### src/cpus_pkg.sv
// constants for the card power-up sequencer
// assumes a 40 MHz core clock and supply-detect inputs from comparators
// What the document asks of card and host
// card accepts first command within 1 ms of primary supply detect
// card may use 74 bus clocks to prepare, then must be ready
// host ramps supply within 250 ms then sends 74 clocks, command high
// in serial-peripheral mode host holds chip select high during preamble
// card enters idle after power-up without a reset command
// serial-peripheral host sends reset command first to pick that mode
// newer host checks voltage with interface-condition command first
// host lacking that command powers card from high range only
// host polls operating-condition command until card leaves power-up; the host model sends a fixed count of polls
// host holds supply below 0.5 V for 1 ms before ramp
// host releases or drives lines low while card power is off
// host power cycles to change voltage or reach inactive card
// host waits for stable supply; ramp 0.1 ms to 35 ms
// serial-link card ready for phy init within 1 ms of later supply
// serial-link card accepts either supply order, uses the later one
// host waits 1 ms after both supplies before reference clock
// host keeps supplies below 0.5 V and 0.2 V for 1 ms
// host counts off, settle and preamble intervals from its clock
package cpus_pkg;
  // ----------------------------------------
  // timing
  // ----------------------------------------
  localparam int CLK_HZ          = 40000000;
  localparam int READY_US        = 1000;
  localparam int READY_CYCLES    = READY_US * (CLK_HZ / 1000000);
  localparam int PREAMBLE_CLOCKS = 74;
  localparam int FILTER_CYCLES   = 4;
  // ----------------------------------------
  // states
  // ----------------------------------------
  typedef enum logic [2:0] {
    CPUS_OFF     = 3'b000,
    CPUS_PREP    = 3'b001,
    CPUS_IDLE    = 3'b010,
    CPUS_ACTIVE  = 3'b011
  } cpus_state_e;
endpackage

### src/cpus_sync.sv
// two-flop synchroniser with a clean edge-detect on the synced copy
// assumes the input is asynchronous to clk
`timescale 1ns/1ps
module cpus_sync (
  input  wire logic clk,
  input  wire logic rst_n,
  input  wire logic din,
  output logic      dout,
  output logic      rise
);
  logic meta;
  logic prev;

  always_ff @(posedge clk or negedge rst_n) begin
    if (!rst_n) begin
      meta <= 1'b0;
      dout <= 1'b0;
      prev <= 1'b0;
    end else begin
      meta <= din;
      dout <= meta;
      prev <= dout;
    end
  end

  assign rise = dout & ~prev;
endmodule

### src/cpus_card_power_up_sequencer.sv
// card-side power-up sequencer: supply detect, preamble count, idle entry
// assumes supply-detect levels, bus clock and command/select pins are asynchronous
`timescale 1ns/1ps
module cpus_card_power_up_sequencer
  import cpus_pkg::*;
#(
  parameter int READY_COUNT = READY_CYCLES
) (
  input  wire logic clk,
  input  wire logic resetn,
  input  wire logic primary_card_supply_ok,
  input  wire logic secondary_card_supply_ok,
  input  wire logic serial_link_card,
  input  wire logic bus_clk,
  input  wire logic cmd_line,
  input  wire logic chip_select_n,
  output logic      cmd_ready,
  output logic      phy_init_ready,
  output logic      card_idle,
  output logic      preamble_done,
  output logic      spi_select_seen,
  output logic      ready_timeout
);
  // ----------------------------------------
  // reset and input synchronisation
  // ----------------------------------------
  logic rst_a;
  logic rst_n;
  always_ff @(posedge clk or negedge resetn) begin
    if (!resetn) begin
      rst_a <= 1'b0;
      rst_n <= 1'b0;
    end else begin
      rst_a <= 1'b1;
      rst_n <= rst_a;
    end
  end

  // every pin but serial_link_card is asynchronous to clk, so each of the five passes its own two flops
  localparam int NPIN     = 5;
  localparam int PIN_P    = 0;
  localparam int PIN_S    = 1;
  localparam int PIN_BCLK = 2;
  localparam int PIN_CMD  = 3;
  localparam int PIN_CS   = 4;

  logic [NPIN-1:0] pin_raw;
  logic [NPIN-1:0] pin_s;
  logic [NPIN-1:0] pin_rise;
  logic            p_ok;
  logic            s_ok;
  logic            bclk_rise;
  logic            cmd_s;
  logic            cs_n_s;

  assign pin_raw[PIN_P]    = primary_card_supply_ok;
  assign pin_raw[PIN_S]    = secondary_card_supply_ok;
  assign pin_raw[PIN_BCLK] = bus_clk;
  assign pin_raw[PIN_CMD]  = cmd_line;
  assign pin_raw[PIN_CS]   = chip_select_n;

  for (genvar i = 0; i < NPIN; i++) begin : g_sync
    cpus_sync u_sync (
      .clk  (clk),
      .rst_n(rst_n),
      .din  (pin_raw[i]),
      .dout (pin_s[i]),
      .rise (pin_rise[i])
    );
  end

  // only the bus clock needs its edge; the levels serve everything else
  assign p_ok      = pin_s[PIN_P];
  assign s_ok      = pin_s[PIN_S];
  assign bclk_rise = pin_rise[PIN_BCLK];
  assign cmd_s     = pin_s[PIN_CMD];
  assign cs_n_s    = pin_s[PIN_CS];

  // ----------------------------------------
  // supply qualification
  // ----------------------------------------
  // serial-link cards wait for whichever supply arrives later
  wire both_up   = p_ok & s_ok;
  wire supply_up = serial_link_card ? both_up : p_ok;

  // ----------------------------------------
  // sequencer
  // ----------------------------------------
  localparam int RW = $clog2(READY_COUNT + 1);
  localparam int PW = $clog2(PREAMBLE_CLOCKS + 1);

  cpus_state_e   state;
  cpus_state_e   next_state;
  logic [RW-1:0] ready_cnt;
  logic [PW-1:0] pre_cnt;
  logic          pre_ok;

  // internal preparation is far shorter than the 1 ms budget, so readiness
  // is declared early; the counter also flags a late preamble
  wire prep_done = (ready_cnt >= RW'(FILTER_CYCLES));
  wire pre_edge  = bclk_rise & cmd_s & cs_n_s;
  wire pre_full  = (pre_cnt == PW'(PREAMBLE_CLOCKS));

  always_comb begin
    next_state = state;
    case (state)
      CPUS_OFF: begin
        if (supply_up) begin
          next_state = CPUS_PREP;
        end
      end
      CPUS_PREP: begin
        if (!supply_up) begin
          next_state = CPUS_OFF;
        end else if (prep_done) begin
          next_state = CPUS_IDLE;
        end
      end
      CPUS_IDLE: begin
        if (!supply_up) begin
          next_state = CPUS_OFF;
        end else if (pre_full && !cmd_s) begin
          next_state = CPUS_ACTIVE;
        end
      end
      CPUS_ACTIVE: begin
        if (!supply_up) begin
          next_state = CPUS_OFF;
        end
      end
      default: next_state = CPUS_OFF;
    endcase
  end

  always_ff @(posedge clk or negedge rst_n) begin
    if (!rst_n) begin
      state <= CPUS_OFF;
    end else begin
      state <= next_state;
    end
  end

  always_ff @(posedge clk or negedge rst_n) begin
    if (!rst_n) begin
      ready_cnt <= '0;
    end else if (state == CPUS_OFF) begin
      ready_cnt <= '0;
    end else if (ready_cnt != RW'(READY_COUNT)) begin
      ready_cnt <= ready_cnt + RW'(1);
    end
  end

  // preamble clocks count only while the host keeps the lines high
  always_ff @(posedge clk or negedge rst_n) begin
    if (!rst_n) begin
      pre_cnt <= '0;
    end else if (state == CPUS_OFF) begin
      pre_cnt <= '0;
    end else if (pre_edge && !pre_full) begin
      pre_cnt <= pre_cnt + PW'(1);
    end
  end

  // ----------------------------------------
  // status flags
  // ----------------------------------------
  // chip select low on the first command selects the serial-peripheral mode
  wire spi_set     = (state == CPUS_IDLE) && pre_full && !cs_n_s;
  // diagnostic only: the whole readiness budget ran out before a full preamble
  wire timeout_set = (ready_cnt == RW'(READY_COUNT)) && !pre_full;

  always_ff @(posedge clk or negedge rst_n) begin
    if (!rst_n) begin
      pre_ok <= 1'b0;
    end else if (state == CPUS_OFF) begin
      pre_ok <= 1'b0;
    end else begin
      pre_ok <= pre_full;
    end
  end

  // the mode sticks until the supply goes away, as only a power cycle undoes it
  always_ff @(posedge clk or negedge rst_n) begin
    if (!rst_n) begin
      spi_select_seen <= 1'b0;
    end else if (state == CPUS_OFF) begin
      spi_select_seen <= 1'b0;
    end else if (spi_set) begin
      spi_select_seen <= 1'b1;
    end
  end

  // cleared with the supply, never by the host
  always_ff @(posedge clk or negedge rst_n) begin
    if (!rst_n) begin
      ready_timeout <= 1'b0;
    end else if (state == CPUS_OFF) begin
      ready_timeout <= 1'b0;
    end else if (timeout_set) begin
      ready_timeout <= 1'b1;
    end
  end

  // ----------------------------------------
  // outputs
  // ----------------------------------------
  // registered from the next state so the ready and idle pins move with the state register
  wire next_any_ready = (next_state == CPUS_IDLE) || (next_state == CPUS_ACTIVE);
  wire next_cmd_ready = next_any_ready && !serial_link_card;
  wire next_phy_ready = next_any_ready && serial_link_card;
  wire next_card_idle = (next_state == CPUS_IDLE);

  always_ff @(posedge clk or negedge rst_n) begin
    if (!rst_n) begin
      cmd_ready      <= 1'b0;
      phy_init_ready <= 1'b0;
      card_idle      <= 1'b0;
      preamble_done  <= 1'b0;
    end else begin
      cmd_ready      <= next_cmd_ready;
      phy_init_ready <= next_phy_ready;
      card_idle      <= next_card_idle;
      preamble_done  <= pre_ok;
    end
  end
endmodule

### config.mk
export PLATFORM = sky130hd
export DESIGN_NAME = cpus_card_power_up_sequencer
export DESIGN_NICKNAME = d
export VERILOG_FILES = /design/src/cpus_pkg.sv /design/src/cpus_sync.sv /design/src/cpus_card_power_up_sequencer.sv
export SDC_FILE = /design/constraint.sdc
export NUM_CORES = 1
export LEC_CHECK = 0
export ABC_AREA = 1
export BUFFER_PORTS_ARGS = -buffer_cell sky130_fd_sc_hd__buf_2
export CAP_MARGIN = 20
export CORE_MARGIN = 1
export CORE_UTILIZATION = 45
export CTS_BUF_LIST = sky130_fd_sc_hd__clkbuf_8
export DETAILED_ROUTE_END_ITERATION = 10
export PLACE_DENSITY = 0.69
export SETUP_SLACK_MARGIN = 0.5
export SYNTH_ARGS = -nofsm -noshare
export SYNTH_HDL_FRONTEND = slang
export SYNTH_SLANG_ARGS = --single-unit
export TNS_END_PERCENT = 100
### constraint.sdc
create_clock -name clk -period 1.8 [get_ports clk]
set_input_delay 0 -clock clk [delete_from_list [all_inputs] [get_ports clk]]
set_output_delay 0 -clock clk [all_outputs]
set_load 0.01 [all_outputs]
==> out/metrics.csv <==
metric,value,unit
status,"finished, final reports clean",
Total GRT Usage,17.3,%
sequential element share of the synthesized area,55.1,%
First-pass DRT Iterations,4,
"CP delay by family, top",simple AND/OR/NAND/NOR gates,
CP Capture Type,flip-flop,
setup TNS,0,ns
first-pass GRT wire length,6710,um
Netlist cell types,22,
"CTS clk-pin slew, worst paths",0.09,ns
initial antenna violation count,0,
filler-free cell count of the finished design,346,
count of final hold-check violations,0,
Clock Sinks,46,
worst setup path category,flip-flop to flip-flop,
Leakage,1.26,nW
Pwr Density,712,nW/um^2
clk_lat worst skew,0.29,ns
largest net degree at the start of global routing,36,
Worst path max stage delay,0.45,ns
Max clock buf depth,2,
crit path time final,1.32,ns
Row Count,24,
f_max,755,MHz
max-slew violation count,0,
CP startpoint kind,flip-flop,
DRC Markers,0,
Synth warnings,0,
Ports,14,
maxcap violations,0,
syn_area_per_cell,8.25,um^2
final WL,4110,um
Die Height,70.1,um
Peak VDD IR,0.576,mV
drt wl/cell,11.9,um
antenna-violating nets left,0,
Ant. Diodes,0,
Hold WC Path Type,input pin to async pin,
CP Cell Sequence,ha_4 -> nand3_4 -> nor2_4 -> nand2_2 -> o21ai_1 -> nand2_1 -> nor2_1,
period utilization,73.5,%
largest fanout on the critical path,4,
Final HPWL DP,2680,um
syn nets,265,
die width,70.1,um
CTS root buf,clkbuf_8,
total number of vias,1740,
die area,4920,um^2
vias per inst,5.03,
setup violators final,0,
TritonCTS clock tree,built,
gr ovfl total,0,
CTS Buf Count,5,
Inst Count DP,318,
DRT iter0 DRCs,126,
RSZ-0062 raised after global routing,true,
mapped cell area,2090,um^2
clk_skew,0.0102,ns
area delta synth->final,27.0,%
"slowest stage cell, crit path",dfrtp_2,
CP Buf/Inv Count,0,
core area,4410,um^2
layout cells sized above 1,25.9,%
# port buffers,13,
starting density of the core,47.3,%
vias in the first global route,1548,
Synth Instances,253,
H-tree Lvls,2,
critical path required time,2.03,ns
Seq cells post-synth,46,
Post-layout nets,305,
critical path arrival,1.56,ns
GPL Wtd Cong,0.863,
## cell usage after synthesis
master / number / area, um^2
a31oi_1: 1 / 6.26
nor2_1: 47 / 176
inv_1: 33 / 124
conb_1: 2 / 7.51
dfrtp_1: 46 / 1150
xor2_1: 2 / 17.5
nor2_2: 3 / 18.8
o21bai_1: 1 / 7.51
ha_1: 4 / 50.1
nor3_1: 3 / 15.0
o21ai_2: 1 / 8.76
nand3_1: 18 / 90.1
inv_2: 1 / 3.75
o21ai_0: 16 / 80.1
nand2_1: 58 / 218
buf_6: 1 / 11.3
nand4_1: 5 / 31.3
buf_2: 1 / 5.00
a21oi_1: 7 / 35.0
nor3_4: 1 / 16.3
nand2_2: 1 / 6.26
xnor2_1: 1 / 8.76
## per-layer routing
metal  vias to the layer above  track usage [%]  share of wire, %
met5                         -                0                 0
met4                         0             4.67              0.61
met3                         2             4.62               3.3
met2                        30             28.2                50
met1                       836             22.9                46
li1                        872                -                 -
## area by class of cell
class	instances	area, um^2
inverters	34	130
well taps	52	65.1
flip-flops and latches	46	1160
repair buffers	35	264
clock buffers	5	68.8
multi-input cells	171	943
fillers	368	1760
clock inverters	3	25.0
## layout by cell type, fill, tap and decap left out, types with 3 or more instances in the layout
cell type	count
a21oi_1	7
buf_2	13
buf_4	13
clkbuf_8	5
dfrtp_1	42
dfrtp_2	4
dlygate4sd3_1	7
inv_1	30
inv_2	3
nand2_1	52
nand2_2	6
nand3_1	12
nand3_2	4
nand4_1	5
nor2_1	35
nor2_2	9
nor2_4	6
nor3_1	3
o21ai_0	10
o21ai_1	6
## stage by stage
step	worst slack, ns	cell area, um^2	hold WS, ns	total power, mW	util [%]
CTS	0.474	2500	0.00792	1.88	56.5
floorplan	0.530	2090	-0.296	1.17	-
global placement	0.340	2230	-0.214	1.21	50.5
global route	0.425	2650	0.00204	1.98	60.1
detailed placement	0.330	2230	-0.212	1.21	50.5
finish	0.476	2650	0.0167	1.89	60.1
## sequential cells by signal, indices dropped and copies added, names as in the netlist
register / flops
g_sync.u_sync.meta: 5
g_sync.u_sync.dout: 5
ready_cnt: 16
phy_init_ready: 1
state: 3
spi_select_seen: 1
rst_a: 1
pre_ok: 1
g_sync.u_sync.prev: 1
pre_cnt: 7
ready_timeout: 1
cmd_ready: 1
preamble_done: 1
rst_n: 1
card_idle: 1
## logic make-up (layout without fill, tap and decap cells)
logic type / after synthesis / in the layout / share of synthesized area [%]
xor+xnor: 3 / 3 / 1.26
buf+inv: 36 / 77 / 6.89
compound gates: 26 / 26 / 6.59
fa+ha+maj: 4 / 4 / 2.40
flops: 46 / 46 / 55.1
other cells: 2 / 2 / 0.360
simple gates: 136 / 136 / 27.4
## final timing paths
path	start	to	slack, ns	cells past startpoint
worst min register to register	rst_n	ready_cnt[1]	0.13	0
worst max register to register	ready_cnt[1]	ready_cnt[14]	0.48	7
max in group asynchronous	rst_n	state[1]	1.21	1
worst max-delay path	ready_cnt[1]	ready_cnt[14]	0.48	7
min in group clk	chip_select_n	g_sync[4].u_sync.meta	0.35	2
worst min-delay path	resetn	rst_n	0.02	2
## where the power goes
group,internal [mW],switching [mW]
logic,0.0687,0.0863
clock network,0.280,0.359
registers,1.06,0.0321
total,1.41,0.477
## repair_timing
item	in CTS	in global routing
endpoints found under the hold margin	9	0
buffers inserted	7	6
pin swaps	4	14
hold buffers	7	0
gates resized for setup	15	37
setup endpoints to repair	13	25
## worst register-to-register path, stage by stage (launching register included)
cell and delay (ns):
dfrtp_2 0.45, ha_4 0.17, nand3_4 0.10, nor2_4 0.14, nand2_2 0.09, o21ai_1 0.14
nand2_1 0.07, nor2_1 0.10
Power figures use the tool's default switching activity.
